==> src/hw/sprw_pkg.sv <==
// package for the strobe processor register/wait execution block
// assumes one 200 MHz clock and a 32-bit Avalon-MM register bus
`default_nettype none
package sprw_pkg;
  localparam int unsigned CLK_MHZ        = 200;
  localparam logic [3:0]  RAND_REUSE_CYC = 4'hD;   // 13 clocks
  localparam int unsigned PROG_DEPTH     = 32;
  // register byte offsets
  localparam logic [7:0]  OFS_CTRL  = 8'h00;
  localparam logic [7:0]  OFS_STAT  = 8'h04;
  localparam logic [7:0]  OFS_LEN   = 8'h08;
  localparam logic [7:0]  OFS_SCR_A = 8'h0C;
  localparam logic [7:0]  OFS_SCR_B = 8'h10;
  localparam logic [7:0]  OFS_SCR_C = 8'h14;
  localparam logic [7:0]  OFS_SCR_D = 8'h18;
  localparam logic [7:0]  OFS_ISTAT = 8'h1C;
  localparam logic [7:0]  OFS_IMASK = 8'h20;
  localparam int unsigned PROG_SEL_BIT = 7;        // 0x80..0xFC program words
  // field positions
  localparam int unsigned CTRL_START = 0;
  localparam int unsigned CTRL_HALT  = 1;
  localparam int unsigned STAT_RUN   = 0;
  localparam int unsigned STAT_PC_LO = 8;
  localparam int unsigned IRQ_SW     = 0;
  localparam int unsigned IRQ_REGW   = 1;
  localparam int unsigned IRQ_FIXW   = 2;
  localparam logic [5:0]  LEN_RST    = 6'h00;
  localparam logic [2:0]  IMASK_RST  = 3'h0;
  // opcodes
  localparam logic [7:0] OP_INC_A = 8'hC0;
  localparam logic [7:0] OP_INC_B = 8'hC1;
  localparam logic [7:0] OP_INC_C = 8'hC2;
  localparam logic [7:0] OP_DEC_A = 8'hC3;
  localparam logic [7:0] OP_DEC_B = 8'hC4;
  localparam logic [7:0] OP_DEC_C = 8'hC5;

  typedef enum logic [4:0] {
    ST_IDLE = 5'h01, ST_EXEC = 5'h02, ST_REGISTER_COUNT_WAIT_OP = 5'h04, ST_WAITW = 5'h08, ST_WEVT = 5'h10
  } sprw_state_t;

  typedef enum logic [4:0] {
    OC_SKIP, OC_WAITW, OC_RPT, OC_WEVT1, OC_WEVT2, OC_INT, OC_LABEL, OC_REGISTER_COUNT_WAIT_OP,
    OC_RAND, OC_SETCMP, OC_INC_A, OC_INC_B, OC_INC_C, OC_DEC_A, OC_DEC_B,
    OC_DEC_C, OC_CAPINC, OC_STROBE, OC_ISTROBE, OC_ICLEAR
  } sprw_opclass_t;

  typedef struct packed {
    logic       overflow;
    logic       compare_event;
    logic [7:0] random_source_word;
  } sprw_tmr_in_t;

  // twenty base types; both strobe kinds take 16 sub-ops in bits 3:0
  function automatic sprw_opclass_t sprw_decode(input logic [7:0] op);
    sprw_opclass_t c;
    c = OC_SKIP;
    if (op[7:5] == 3'h4)               c = OC_WAITW;
    else if (op[7:4] == 4'hA)          c = OC_RPT;
    else if (op[7:4] == 4'hD)          c = OC_STROBE;
    else if (op == 8'hFF)              c = OC_ICLEAR;
    else if (op[7:4] == 4'hE)          c = OC_ISTROBE;
    else if (op[7:3] == 5'h19)         c = OC_CAPINC;
    else if (op[7:3] == 5'h18) begin
      case (op[2:0])
        3'h0: c = OC_INC_A;
        3'h1: c = OC_INC_B;
        3'h2: c = OC_INC_C;
        3'h3: c = OC_DEC_A;
        3'h4: c = OC_DEC_B;
        3'h5: c = OC_DEC_C;
        default: c = OC_SKIP;
      endcase
    end else if (op[7:3] == 5'h17) begin
      case (op[2:0])
        3'h0: c = OC_WEVT1;
        3'h1: c = OC_WEVT2;
        3'h2: c = OC_INT;
        3'h3: c = OC_LABEL;
        3'h4: c = OC_REGISTER_COUNT_WAIT_OP;
        3'h5: c = OC_RAND;
        3'h6: c = OC_SETCMP;
        default: c = OC_SKIP;
      endcase
    end
    return c;
  endfunction

  function automatic logic [7:0] sprw_capped_inc(input logic [7:0] y, input logic [2:0] m);
    logic [7:0] inc;
    inc = y + 8'h01;
    return (inc < {5'h00, m}) ? inc : {5'h00, m};
  endfunction

  function automatic logic [7:0] sprw_rand_fill(input logic [7:0] rv, input logic [7:0] y);
    logic [7:0] msk;
    msk = (8'h01 << y[2:0]) - 8'h01;
    return (y == 8'h00 || y > 8'h07) ? rv : (rv & msk);
  endfunction

  function automatic logic [5:0] sprw_wait_target(input logic [4:0] w);
    return (w == 5'h00) ? 6'h20 : {1'b0, w};
  endfunction
endpackage
`default_nettype wire

==> src/hw/sprw_top.sv <==
// execution of scratch register ops and timer waits for the strobe processor
// assumes timer and random inputs synchronous to mclk; program loaded over Avalon-MM
//
// The implementer's own choices: the Avalon-MM interface to the registers and the address map.
`timescale 1ns/10ps
`default_nettype none

// Functional notes
// - decode twenty base types; strobe and immediate strobe carry sixteen sub-ops.
// - operands are own program counter and four scratch registers A to D.
// - 0xC5, 0xC4, 0xC3 decrement C, B, A; zero wraps to 0xFF.
// - 0xC0, 0xC1, 0xC2 increment A, B, C; 0xFF wraps to zero.
// - capped increment sets B to min(B+1, three-bit limit).
// - 0xBD loads low B bits of A randomly; B zero or above 7 loads all.
// - random load within 13 clocks of the last reuses the same value.
// - software interrupt op raises the general interrupt request.
// - 0xBC holds while A nonzero, decrements A per overflow; none if A zero.
// - register-count wait raises its interrupt when execution resumes.
// - register-count wait tests live A, so changes alter the wait.
// - 0xBE pulses the compare load output to the timer.
// - 0x80-0x9F wait for W overflows; W zero means thirty-two.
// - fixed wait done advances and asserts fixed-wait interrupt flag.
// - 0xB8 holds until timer compare event, then advances.
module sprw_top (
  // clock and reset
  input  wire logic                  mclk,
  input  wire logic                  rst_n,
  // avalon-mm slave
  input  wire logic [7:0]            avs_address,
  input  wire logic                  avs_read,
  input  wire logic                  avs_write,
  input  wire logic [31:0]           avs_writedata,
  output logic      [31:0]           avs_readdata,
  output logic                       avs_waitrequest,
  // mac timer and random source
  input  wire sprw_pkg::sprw_tmr_in_t tmr,
  output logic                       timer_compare_load_pulse,
  output logic                       seq_fixed_wait_irq,
  // interrupt
  output logic                       irq
);
  import sprw_pkg::*;

  typedef struct packed {
    sprw_state_t st;
    logic [5:0]  pc;
    logic [5:0]  len;
    logic [7:0]  scratch_reg_a;
    logic [7:0]  scratch_reg_b;
    logic [7:0]  scratch_reg_c;
    logic [7:0]  scratch_reg_d;
    logic [5:0]  wcnt;
    logic [7:0]  rnd_hold;
    logic [3:0]  rnd_age;
    logic [2:0]  irq_stat;
    logic [2:0]  irq_mask;
    logic        irq;
    logic        cmp_pulse;
    logic        fixed_pulse;
    logic        waitreq;
    logic [31:0] rdata;
  } sprw_regs_t;

  sprw_regs_t    s;
  sprw_regs_t    n;
  logic [7:0]    prog_mem [PROG_DEPTH];
  logic [7:0]    instr;
  sprw_opclass_t oc;
  logic          exec_now;
  logic          wr_any;
  logic [2:0]    ev;
  logic [5:0]    cnt_nx;
  logic [7:0]    rv;
  logic          adv;

  assign instr    = prog_mem[s.pc[4:0]];
  assign oc       = sprw_decode(instr);
  assign exec_now = (s.st == ST_EXEC) && (s.pc < s.len);
  assign wr_any   = avs_write && !s.waitreq;

  always_ff @(posedge mclk) begin
    if (wr_any && avs_address[PROG_SEL_BIT]) begin
      prog_mem[avs_address[6:2]] <= avs_writedata[7:0];
    end
  end

  always_comb begin
    n             = s;
    ev            = 3'h0;
    adv           = 1'b0;
    rv            = 8'h00;
    cnt_nx        = s.wcnt + {5'h00, tmr.overflow};
    n.cmp_pulse   = 1'b0;
    n.fixed_pulse = 1'b0;
    n.waitreq     = 1'b1;
    if (s.rnd_age != RAND_REUSE_CYC) begin
      n.rnd_age = s.rnd_age + 4'h1;
    end
    case (s.st)
      ST_IDLE: begin
      end
      ST_EXEC: begin
        if (!exec_now) begin
          n.st = ST_IDLE;
        end else begin
          adv = 1'b1;
          // 8-bit wrap on all scratch arithmetic
          case (oc)
            OC_INC_A: n.scratch_reg_a = s.scratch_reg_a + 8'h01;
            OC_INC_B: n.scratch_reg_b = s.scratch_reg_b + 8'h01;
            OC_INC_C: n.scratch_reg_c = s.scratch_reg_c + 8'h01;
            OC_DEC_A: n.scratch_reg_a = s.scratch_reg_a - 8'h01;
            OC_DEC_B: n.scratch_reg_b = s.scratch_reg_b - 8'h01;
            OC_DEC_C: n.scratch_reg_c = s.scratch_reg_c - 8'h01;
            OC_CAPINC: n.scratch_reg_b = sprw_capped_inc(s.scratch_reg_b, instr[2:0]);
            OC_RAND: begin
              // recent load reuses held value
              rv = (s.rnd_age < RAND_REUSE_CYC) ? s.rnd_hold : tmr.random_source_word;
              n.rnd_hold      = rv;
              n.rnd_age       = 4'h0;
              n.scratch_reg_a = sprw_rand_fill(rv, s.scratch_reg_b);
            end
            OC_INT: ev[IRQ_SW] = 1'b1;
            OC_SETCMP: n.cmp_pulse = 1'b1;
            OC_REGISTER_COUNT_WAIT_OP: begin
              if (s.scratch_reg_a != 8'h00) begin
                adv  = 1'b0;
                n.st = ST_REGISTER_COUNT_WAIT_OP;
              end else begin
                ev[IRQ_REGW] = 1'b1;
              end
            end
            OC_WAITW: begin
              adv    = 1'b0;
              n.st   = ST_WAITW;
              n.wcnt = 6'h00;
            end
            OC_WEVT1: begin
              adv  = 1'b0;
              n.st = ST_WEVT;
            end
            // other types run in the neighbouring logic
            default: begin
            end
          endcase
        end
      end
      ST_REGISTER_COUNT_WAIT_OP: begin
        // live register tested every cycle
        if (s.scratch_reg_a == 8'h00) begin
          adv          = 1'b1;
          n.st         = ST_EXEC;
          ev[IRQ_REGW] = 1'b1;
        end else if (tmr.overflow) begin
          n.scratch_reg_a = s.scratch_reg_a - 8'h01;
        end
      end
      ST_WAITW: begin
        if (cnt_nx == sprw_wait_target(instr[4:0])) begin
          adv           = 1'b1;
          n.st          = ST_EXEC;
          n.fixed_pulse = 1'b1;
          ev[IRQ_FIXW]  = 1'b1;
        end else begin
          n.wcnt = cnt_nx;
        end
      end
      ST_WEVT: begin
        if (tmr.compare_event) begin
          adv  = 1'b1;
          n.st = ST_EXEC;
        end
      end
      default: n.st = ST_IDLE;
    endcase
    if (adv) begin
      n.pc = s.pc + 6'h01;
    end
    // bus access: answer one cycle after the request is seen
    if ((avs_read || avs_write) && s.waitreq) begin
      n.waitreq = 1'b0;
      n.rdata   = 32'h0;
      if (avs_address[PROG_SEL_BIT]) begin
        n.rdata[7:0] = prog_mem[avs_address[6:2]];
      end else begin
        case ({avs_address[7:2], 2'b00})
          OFS_STAT: begin
            n.rdata[STAT_RUN]                 = (s.st != ST_IDLE);
            n.rdata[STAT_PC_LO +: 6]          = s.pc;
          end
          OFS_LEN:   n.rdata[5:0] = s.len;
          OFS_SCR_A: n.rdata[7:0] = s.scratch_reg_a;
          OFS_SCR_B: n.rdata[7:0] = s.scratch_reg_b;
          OFS_SCR_C: n.rdata[7:0] = s.scratch_reg_c;
          OFS_SCR_D: n.rdata[7:0] = s.scratch_reg_d;
          OFS_ISTAT: n.rdata[2:0] = s.irq_stat;
          OFS_IMASK: n.rdata[2:0] = s.irq_mask;
          default:   n.rdata      = 32'h0;
        endcase
      end
    end
    // software writes land after execution, so they win over everything but interrupt flag sets
    n.irq_stat = s.irq_stat;
    if (wr_any && !avs_address[PROG_SEL_BIT]) begin
      case ({avs_address[7:2], 2'b00})
        OFS_CTRL: begin
          if (avs_writedata[CTRL_START]) begin
            n.pc = 6'h00;
            n.st = ST_EXEC;
          end
          if (avs_writedata[CTRL_HALT]) begin
            n.st = ST_IDLE;
          end
        end
        OFS_LEN:   n.len           = avs_writedata[5:0];
        OFS_SCR_A: n.scratch_reg_a = avs_writedata[7:0];
        OFS_SCR_B: n.scratch_reg_b = avs_writedata[7:0];
        OFS_SCR_C: n.scratch_reg_c = avs_writedata[7:0];
        OFS_SCR_D: n.scratch_reg_d = avs_writedata[7:0];
        OFS_ISTAT: n.irq_stat      = s.irq_stat & ~avs_writedata[2:0];
        OFS_IMASK: n.irq_mask      = avs_writedata[2:0];
        default: begin
        end
      endcase
    end
    // set wins over write-one-to-clear
    n.irq_stat = n.irq_stat | ev;
    n.irq      = |(n.irq_stat & n.irq_mask);
  end

  always_ff @(posedge mclk or negedge rst_n) begin
    if (!rst_n) begin
      s          <= '0;
      s.st       <= ST_IDLE;
      s.len      <= LEN_RST;
      s.irq_mask <= IMASK_RST;
      s.rnd_age  <= RAND_REUSE_CYC;
      s.waitreq  <= 1'b1;
    end else begin
      s <= n;
    end
  end

  assign avs_readdata             = s.rdata;
  assign avs_waitrequest          = s.waitreq;
  assign timer_compare_load_pulse = s.cmp_pulse;
  assign seq_fixed_wait_irq       = s.fixed_pulse;
  assign irq                      = s.irq;
endmodule // sprw_top
`default_nettype wire

==> config.mk <==
export PLATFORM = sky130hd
export DESIGN_NAME = sprw_top
export DESIGN_NICKNAME = d
export VERILOG_FILES = /design/src/hw/sprw_pkg.sv /design/src/hw/sprw_top.sv
export SDC_FILE = /design/constraint.sdc
export NUM_CORES = 1
export LEC_CHECK = 0
export ABC_AREA = 1
export BUFFER_PORTS_ARGS = -buffer_cell sky130_fd_sc_hd__clkbuf_2
export CAP_MARGIN = 20
export CORE_AREA = 2 2 139 243
export CTS_CLUSTER_SIZE = 12
export DETAILED_ROUTE_END_ITERATION = 16
export DIE_AREA = 0 0 141 245
export PLACE_DENSITY = 0.77
export SYNTH_ARGS = -nofsm -noshare
export SYNTH_HDL_FRONTEND = slang
export SYNTH_SLANG_ARGS = --single-unit
==> constraint.sdc <==
create_clock -name mclk -period 4 [get_ports mclk]
set_input_delay 0.4 -clock mclk [delete_from_list [all_inputs] [get_ports mclk]]
set_output_delay 0.4 -clock mclk [all_outputs]
set_load 0.01 [all_outputs]
==> results of run 1 <==
-- power breakdown --
part	internal, W	leakage (nW)	switching, W
registers	0.00397	3.38	0.0000829
clock network	0.00180	0.528	0.00139
logic	0.000358	5.42	0.000730
total	0.00613	9.33	0.00220
-- routing by layer --
layer / wire [µm] / GRT usage
met3: 6420 / 0.0747
met2: 32700 / 0.638
met4: 7410 / 0.320
met5: 0 / 0
met1: 20300 / 0.377
-- worst register-to-register path: cells and delay by family, from the launching register on --
kind | cells | cell delay, ps
xor+xnor | 1 | 150
fa+ha+maj | 1 | 210
compound gates | 6 | 680
simple gates | 18 | 1740
buf+inv | 5 | 700
flops | 1 | 510
-- layout make-up --
type                    instances  share of cell area
clock inverters                 5             0.00157
inverters                     226              0.0385
flip-flops and latches        347               0.446
well taps                     405              0.0227
repair buffers                196              0.0766
clock buffers                  49              0.0464
multi-input cells            1512               0.368
-- path summary, 6_finish.rpt --
path                              startpoint                 to  slack (ps)  depth (start not counted)
max                          s[98]$_DFF_PN0_    s[75]$_DFF_PN0_        -100                         31
max reg2reg                  s[98]$_DFF_PN0_    s[75]$_DFF_PN0_        -100                         31
min                                   tmr[1]  s[47]$_DFFE_PN0P_         200                          3
max in group asynchronous              rst_n    s[73]$_DFF_PN0_        2740                          3
min in group asynchronous              rst_n  s[52]$_DFFE_PN0P_         470                          2
min reg2reg                s[66]$_DFFE_PN0P_  s[66]$_DFFE_PN0P_         470                          2
-- layout by cell type (no fill, tap or decap), types with 25 or more instances in the layout --
cell type  count
a21oi_1       67
a221oi_1      32
a22oi_1       46
buf_4        118
clkbuf_16     46
clkbuf_2      44
dfrtp_1       84
edfxtp_1     256
ha_1          28
inv_1        206
nand2_1      459
nand2_2       25
nand3_1      203
nand3_2       28
nor2_1       207
o211ai_1      54
o21ai_0       82
o21ai_1       45
xor2_1        36
-- cell families (layout without fill, tap and decap cells) --
logic type      count (synthesis)  in the layout  share of synthesized area
other cells                     1             18                   0.000195
fa+ha+maj                      31             31                     0.0205
compound gates                419            419                      0.139
simple gates                  999            999                      0.223
flops                         347            347                      0.518
mux                             3              3                    0.00162
xor+xnor                       42             42                     0.0191
buf+inv                       356            476                     0.0794
-- stage by stage --
step | TNS [ps] | total power [W]
floorplan | 0 | 0.00472
global placement | -26.8 | 0.00507
detailed placement | -73.1 | 0.00510
CTS | -43.5 | 0.00824
global route | -556 | 0.00855
finish | -117 | 0.00833
-- sequential cells by signal, summed over array words and instances (netlist names) --
signal / flops
s: 73
seq_fixed_wait_irq: 1
prog_mem: 256
avs_waitrequest: 1
avs_readdata: 14
timer_compare_load_pulse: 1
irq: 1
-- what timing repair did --
action	CTS	global route
cloned	0	12
pin swaps	0	58
endpoints found under the hold margin	50	0
setup buffers	0	12
hold buffers	1	0
endpoints found under the setup margin	2	10
gates resized for setup	3	109
==> run summary, run 1 <==
OUTCOME
--------------------------------------------------------------------------------------
Outcome                                                                   finished, violations left
Failing checks                                                            negative setup slack

SETUP PATH
--------------------------------------------------------------------------------------
Kind of end point of the critical path                                       flip-flop
Peak per-stage delay on the critical path                                       510 ps
Data required time of the critical path                                        4410 ps
Slowest cell on crit path                                                      dfrtp_4
Dominant delay contributor by cell family on the critical path            simple AND/OR/NAND/NOR gates
Most used cell along the critical path                                         nand2_1
Kind of start point of the critical path                                     flip-flop
Critical path data arrival time                                                4510 ps
Buffers & Inverters on Critical Path                                                 5
Maximum net fanout on the critical path                                              8
Crit Path Class                                                           flip-flop to flip-flop

LAYOUT
--------------------------------------------------------------------------------------
Final standard cell utilization of the core                                      0.683
Number of nets in the layout                                                      2404
Fill count                                                                        2535
Share of final-layout standard cells stronger than drive strength 1              0.161
Area added between synthesis and finish                                          16.0%
Combined area of the multi-input logic cells                                  8220 µm²
Non-filler cells, final                                                           2740
Antenna diode count                                                                  0
Storage element area                                                          9980 µm²
Post-route cell area                                                         22300 µm²

DIE
--------------------------------------------------------------------------------------
Number of ports placed on the die boundary                                          90
Die span in x                                                                   141 µm
Floorplan die height                                                            245 µm
Cell row count                                                                      88
Initial core utilization                                                         0.589
Core Box Area                                                                32700 µm²
Die Area                                                                     34500 µm²

SYNTHESIS
--------------------------------------------------------------------------------------
Fraction of post-synthesis cell area in the top cell type by area                0.399
Synth cell count leaders                                                  480 x nand2_1, 256 x edfxtp_1, 227 x nand3_1
Number of standard cells after synthesis                                          2198
Share of flip-flops with an asynchronous set or reset after synthesis            0.262
Number of distinct library cells after synthesis                                    57
Sequential area share after synthesis                                            0.518
Top flip-flop cell by instance count after synthesis                          edfxtp_1
Number of warnings printed during yosys synthesis                                    0
Post-synth EDFFs                                                                   256
Mean post-synth cell area                                                     8.77 µm²
Synth Register Bits                                                                347
Leading post-synthesis cells by cell area                                 edfxtp_1 40%, dfrtp_1 11%, nand2_1 9.4%
Synthesized area                                                             19300 µm²
Post-synth top area cell                                                      edfxtp_1
Most used standard cell by instance count after synthesis                      nand2_1

JOB
--------------------------------------------------------------------------------------
Reported max-cap violation count                                                     0

DETAILED ROUTING
--------------------------------------------------------------------------------------
Routed Wire Length                                                            66900 µm
Antenna Nets Post-Route                                                              0
Number of DRC markers after the initial detailed-route iteration                  2468
# DRC                                                                                0
Via density                                                                       6.48
Routed len/inst                                                                24.4 µm
Pre-Repair DR Iteration Count                                                        6
Total via count after detailed routing                                           17800

TIMING
--------------------------------------------------------------------------------------
Worst-margin pin slew                                                          1260 ps
Remaining max-slew budget at the tightest pin                                    0.148
Final Setup Violations                                                               2
Part of the cycle the worst path needs                                            1.02
Final number of max-transition violations                                            0
Final Worst Setup Slack                                                       -95.2 ps
Minimum hold slack                                                              203 ps
Setup repair after global routing missed its margin                               true
Count of endpoints failing hold in the final timing report                           0
Shortest clock period the worst path allows after layout                       4100 ps
Maximum achievable frequency                                                 0.244 GHz
Worst clock skew                                                               18.8 ps

GRT
--------------------------------------------------------------------------------------
Overflow after GRT                                                                   0
Vias in the first global route                                                   17200
Initial antenna violation count                                                      0
First-pass GRT wire length                                                    96400 µm
Largest net degree at the start of global routing                                   59
Total routing usage reported by global routing                                   0.369

PLACED DESIGN
--------------------------------------------------------------------------------------
IO Port Bufs                                                                        45
HPWL reported at the end of detailed placement                                45000 µm
Worst-case setup slack after placement                                        -41.6 ps
Count of placed standard cells including taps                                     2662
Placed instance area                                                         20500 µm²
Routability-driven placement congestion ratio                                    0.997

CLOCKING
--------------------------------------------------------------------------------------
CTS Root Buffer Type                                                         clkbuf_16
H-tree level count                                                                   2
Clock latency of the later-clocked register in the worst-skew pair              540 ps
Number of buffers on the longest clock path                                          3
Clk sink count                                                                     347
Total clock buffers created by CTS                                                  36
Clock slew at the register clock pins of the worst setup and hold paths          60 ps
Clock tree from TritonCTS                                                          yes

WORST HOLD PATH
--------------------------------------------------------------------------------------
Hold/Removal Path Class                                                   primary input to flip-flop

POWER
--------------------------------------------------------------------------------------
LEAKAGE                                                                        9.33 nW
P per Cell Area                                                             373 nW/µm²
Maximum ir drop on the vdd rail                                             0.000383 V

No activity file was read; power rests on OpenSTA's default activity.
==> run 2: changes to the inputs <==
- CELL_PAD_IN_SITES_DETAIL_PLACEMENT: unset -> 0
- CELL_PAD_IN_SITES_GLOBAL_PLACEMENT: unset -> 1
- CORE_AREA: 2 2 139 243 -> 2 2 204 206
- DIE_AREA: 0 0 141 245 -> 0 0 206 208
- PLACE_DENSITY: 0.77 -> 0.8
==> run summary, run 2 (synthesis gave the netlist of run 1 again) <==
DETAILED ROUTING
--------------------------------------------------------------------------------------
# DRC                                                                                0   unchanged
Total via count after detailed routing                                           17100   -3.8%
Number of DRC markers after the initial detailed-route iteration                  2152   -13%
Routed len/inst                                                                22.7 µm   -6.9%
Via density                                                                       5.93   -8.6%
Routed Wire Length                                                            65500 µm   -2.0%
Antenna Nets Post-Route                                                              0   unchanged
Pre-Repair DR Iteration Count                                                        6   unchanged

SETUP PATH
--------------------------------------------------------------------------------------
Kind of start point of the critical path                                     flip-flop
Data required time of the critical path                                        4460 ps   +50 ps
Slowest cell on crit path                                                      dfrtp_4
Crit Path Class                                                           flip-flop to flip-flop
Kind of end point of the critical path                                       flip-flop
Critical path data arrival time                                                4420 ps   -90 ps
Maximum net fanout on the critical path                                             19   +11
Peak per-stage delay on the critical path                                       560 ps   +50 ps
Most used cell along the critical path                                         nand2_1

LAYOUT
--------------------------------------------------------------------------------------
Number of nets in the layout                                                      2409   +0.21%
Most frequent cells in the layout                                         468 x nand2_1, 256 x edfxtp_1, 216 x nor2_1, 212 x nand3_1, 206 x inv_1
Largest register FFs                                                               256   unchanged
Share of final-layout standard cells stronger than drive strength 1              0.151   -0.0100
Non-filler cells, final                                                           2884   +5.3%
Most common cell after layout, fill and taps aside                             nand2_1
Area added between synthesis and finish                                          17.1%

DIE
--------------------------------------------------------------------------------------
Die Area                                                                     42800 µm²   +24%
Initial core utilization                                                         0.475   -0.114
Cell row count                                                                      74   -16%
Floorplan die height                                                            208 µm   -15%
Core Box Area                                                                40600 µm²   +24%
Number of ports placed on the die boundary                                          90   unchanged
Die span in x                                                                   206 µm   +46%

TIMING
--------------------------------------------------------------------------------------
Remaining max-slew budget at the tightest pin                                    0.256   +0.108
Shortest clock period the worst path allows after layout                       3960 ps   -135 ps
Worst-margin pin slew                                                          1120 ps   -146 ps
Worst clock skew                                                               37.7 ps   +18.8 ps
Final Setup Violations                                                               0   -2
Count of endpoints failing hold in the final timing report                           0   unchanged
Part of the cycle the worst path needs                                           0.990   -0.0337
Final number of max-transition violations                                            0   unchanged
Setup repair after global routing missed its margin                               true
Maximum achievable frequency                                                 0.253 GHz   +3.4%

PLACED DESIGN
--------------------------------------------------------------------------------------
Count of placed standard cells including taps                                     2802   +5.3%
Routability-driven placement congestion ratio                                     1.02   +2.5%
HPWL reported at the end of detailed placement                                44200 µm   -2.0%
IO Port Bufs                                                                        45   unchanged

CLOCKING
--------------------------------------------------------------------------------------
Clk sink count                                                                     347   unchanged
Number of buffers on the longest clock path                                          3   unchanged
Clock latency of the later-clocked register in the worst-skew pair              580 ps   +40 ps
Clock tree from TritonCTS                                                          yes
Clock slew at the register clock pins of the worst setup and hold paths          60 ps   about the same
Total clock buffers created by CTS                                                  40   +11%
CTS Root Buffer Type                                                         clkbuf_16
H-tree level count                                                                   2   unchanged

GRT
--------------------------------------------------------------------------------------
Largest net degree at the start of global routing                                   64   +8.5%
Vias in the first global route                                                   16100   -6.4%
First-pass GRT wire length                                                    97300 µm   +0.93%
Overflow after GRT                                                                   0   unchanged
Initial antenna violation count                                                      1   +1
Total routing usage reported by global routing                                   0.304   -0.0658

OUTCOME
--------------------------------------------------------------------------------------
Outcome                                                                   finished, final reports clean

POWER
--------------------------------------------------------------------------------------
Final Power                                                                  0.00871 W   +4.6%
LEAKAGE                                                                        9.39 nW   +0.59%
P per Cell Area                                                             386 nW/µm²   +3.6%
Maximum ir drop on the vdd rail                                             0.000355 V   -7.4%

JOB
--------------------------------------------------------------------------------------
Reported max-cap violation count                                                     0   unchanged

WORST HOLD PATH
--------------------------------------------------------------------------------------
Hold/Removal Path Class                                                   primary input to flip-flop

==> run 2: stage by stage <==
step	utilization	TNS [ps]	worst slack, ps	area, µm²	hold WS, ps
final	0.556	0	39.7	22600	213
after global routing	0.556	-333	-203	22600	244
after CTS	0.552	-1.35	-1.35	22400	196
after detailed placement	0.515	-155	-81.9	20900	467
after global placement	0.515	-161	-110	20900	459
after floorplan	-	0	330	19300	104
==> run 2: repair_timing <==
item	in CTS	in global routing
hold buffers	1	0
endpoints found under the hold margin	57	0
gates resized for setup	31	38
pin swaps	19	38
gates cloned	2	0
endpoints found under the setup margin	3	4
setup buffers	4	5
==> run 2: cell type report <==
cell class	instances	area, µm²
Clock buffer	48	1050
Multi-Input combinational cell	1512	8070
Tap cell	532	666
Fill cell	3630	18000
Inverter	226	858
Sequential cell	347	9980
Clock inverter	21	216
Timing Repair Buffer	197	1730
Antenna cell	1	2.50
==> run 2: final timing paths <==
kind | start | end | slack [ps] | cells after the start
min | tmr[0] | s[46]$_DFFE_PN0P_ | 210 | 3
min in group asynchronous | rst_n | s[56]$_DFFE_PN0P_ | 470 | 2
max in group asynchronous | rst_n | s[95]$_DFFE_PN0P_ | 2580 | 3
max reg2reg | s[98]$_DFF_PN0_ | s[75]$_DFF_PN0_ | 40 | 30
min reg2reg | s[54]$_DFFE_PN0P_ | s[54]$_DFFE_PN0P_ | 480 | 2
max | s[98]$_DFF_PN0_ | s[75]$_DFF_PN0_ | 40 | 30
==> run 2: worst max-delay path, delay by kind of cell (launching register included) <==
kind | cells | cell delay [ps]
compound gates | 6 | 720
xor+xnor | 1 | 150
fa+ha+maj | 1 | 210
buf+inv | 4 | 580
flops | 1 | 560
simple gates | 18 | 1600
==> run 2: power by group <==
part | switching (W) | internal [W] | total [W]
clock network | 0.00154 | 0.00208 | 0.00362
logic | 0.000694 | 0.000346 | 0.00104
registers | 0.0000850 | 0.00397 | 0.00405
total | 0.00232 | 0.00639 | 0.00871
==> run 2: layer usage <==
layer  part of all wire  vias up  global-route usage
met5                  0        -                   0
met4              0.041        0               0.143
met3               0.10      166              0.0630
met2               0.46      935               0.465
met1               0.40     8168               0.412
li1                   -     7823                   -
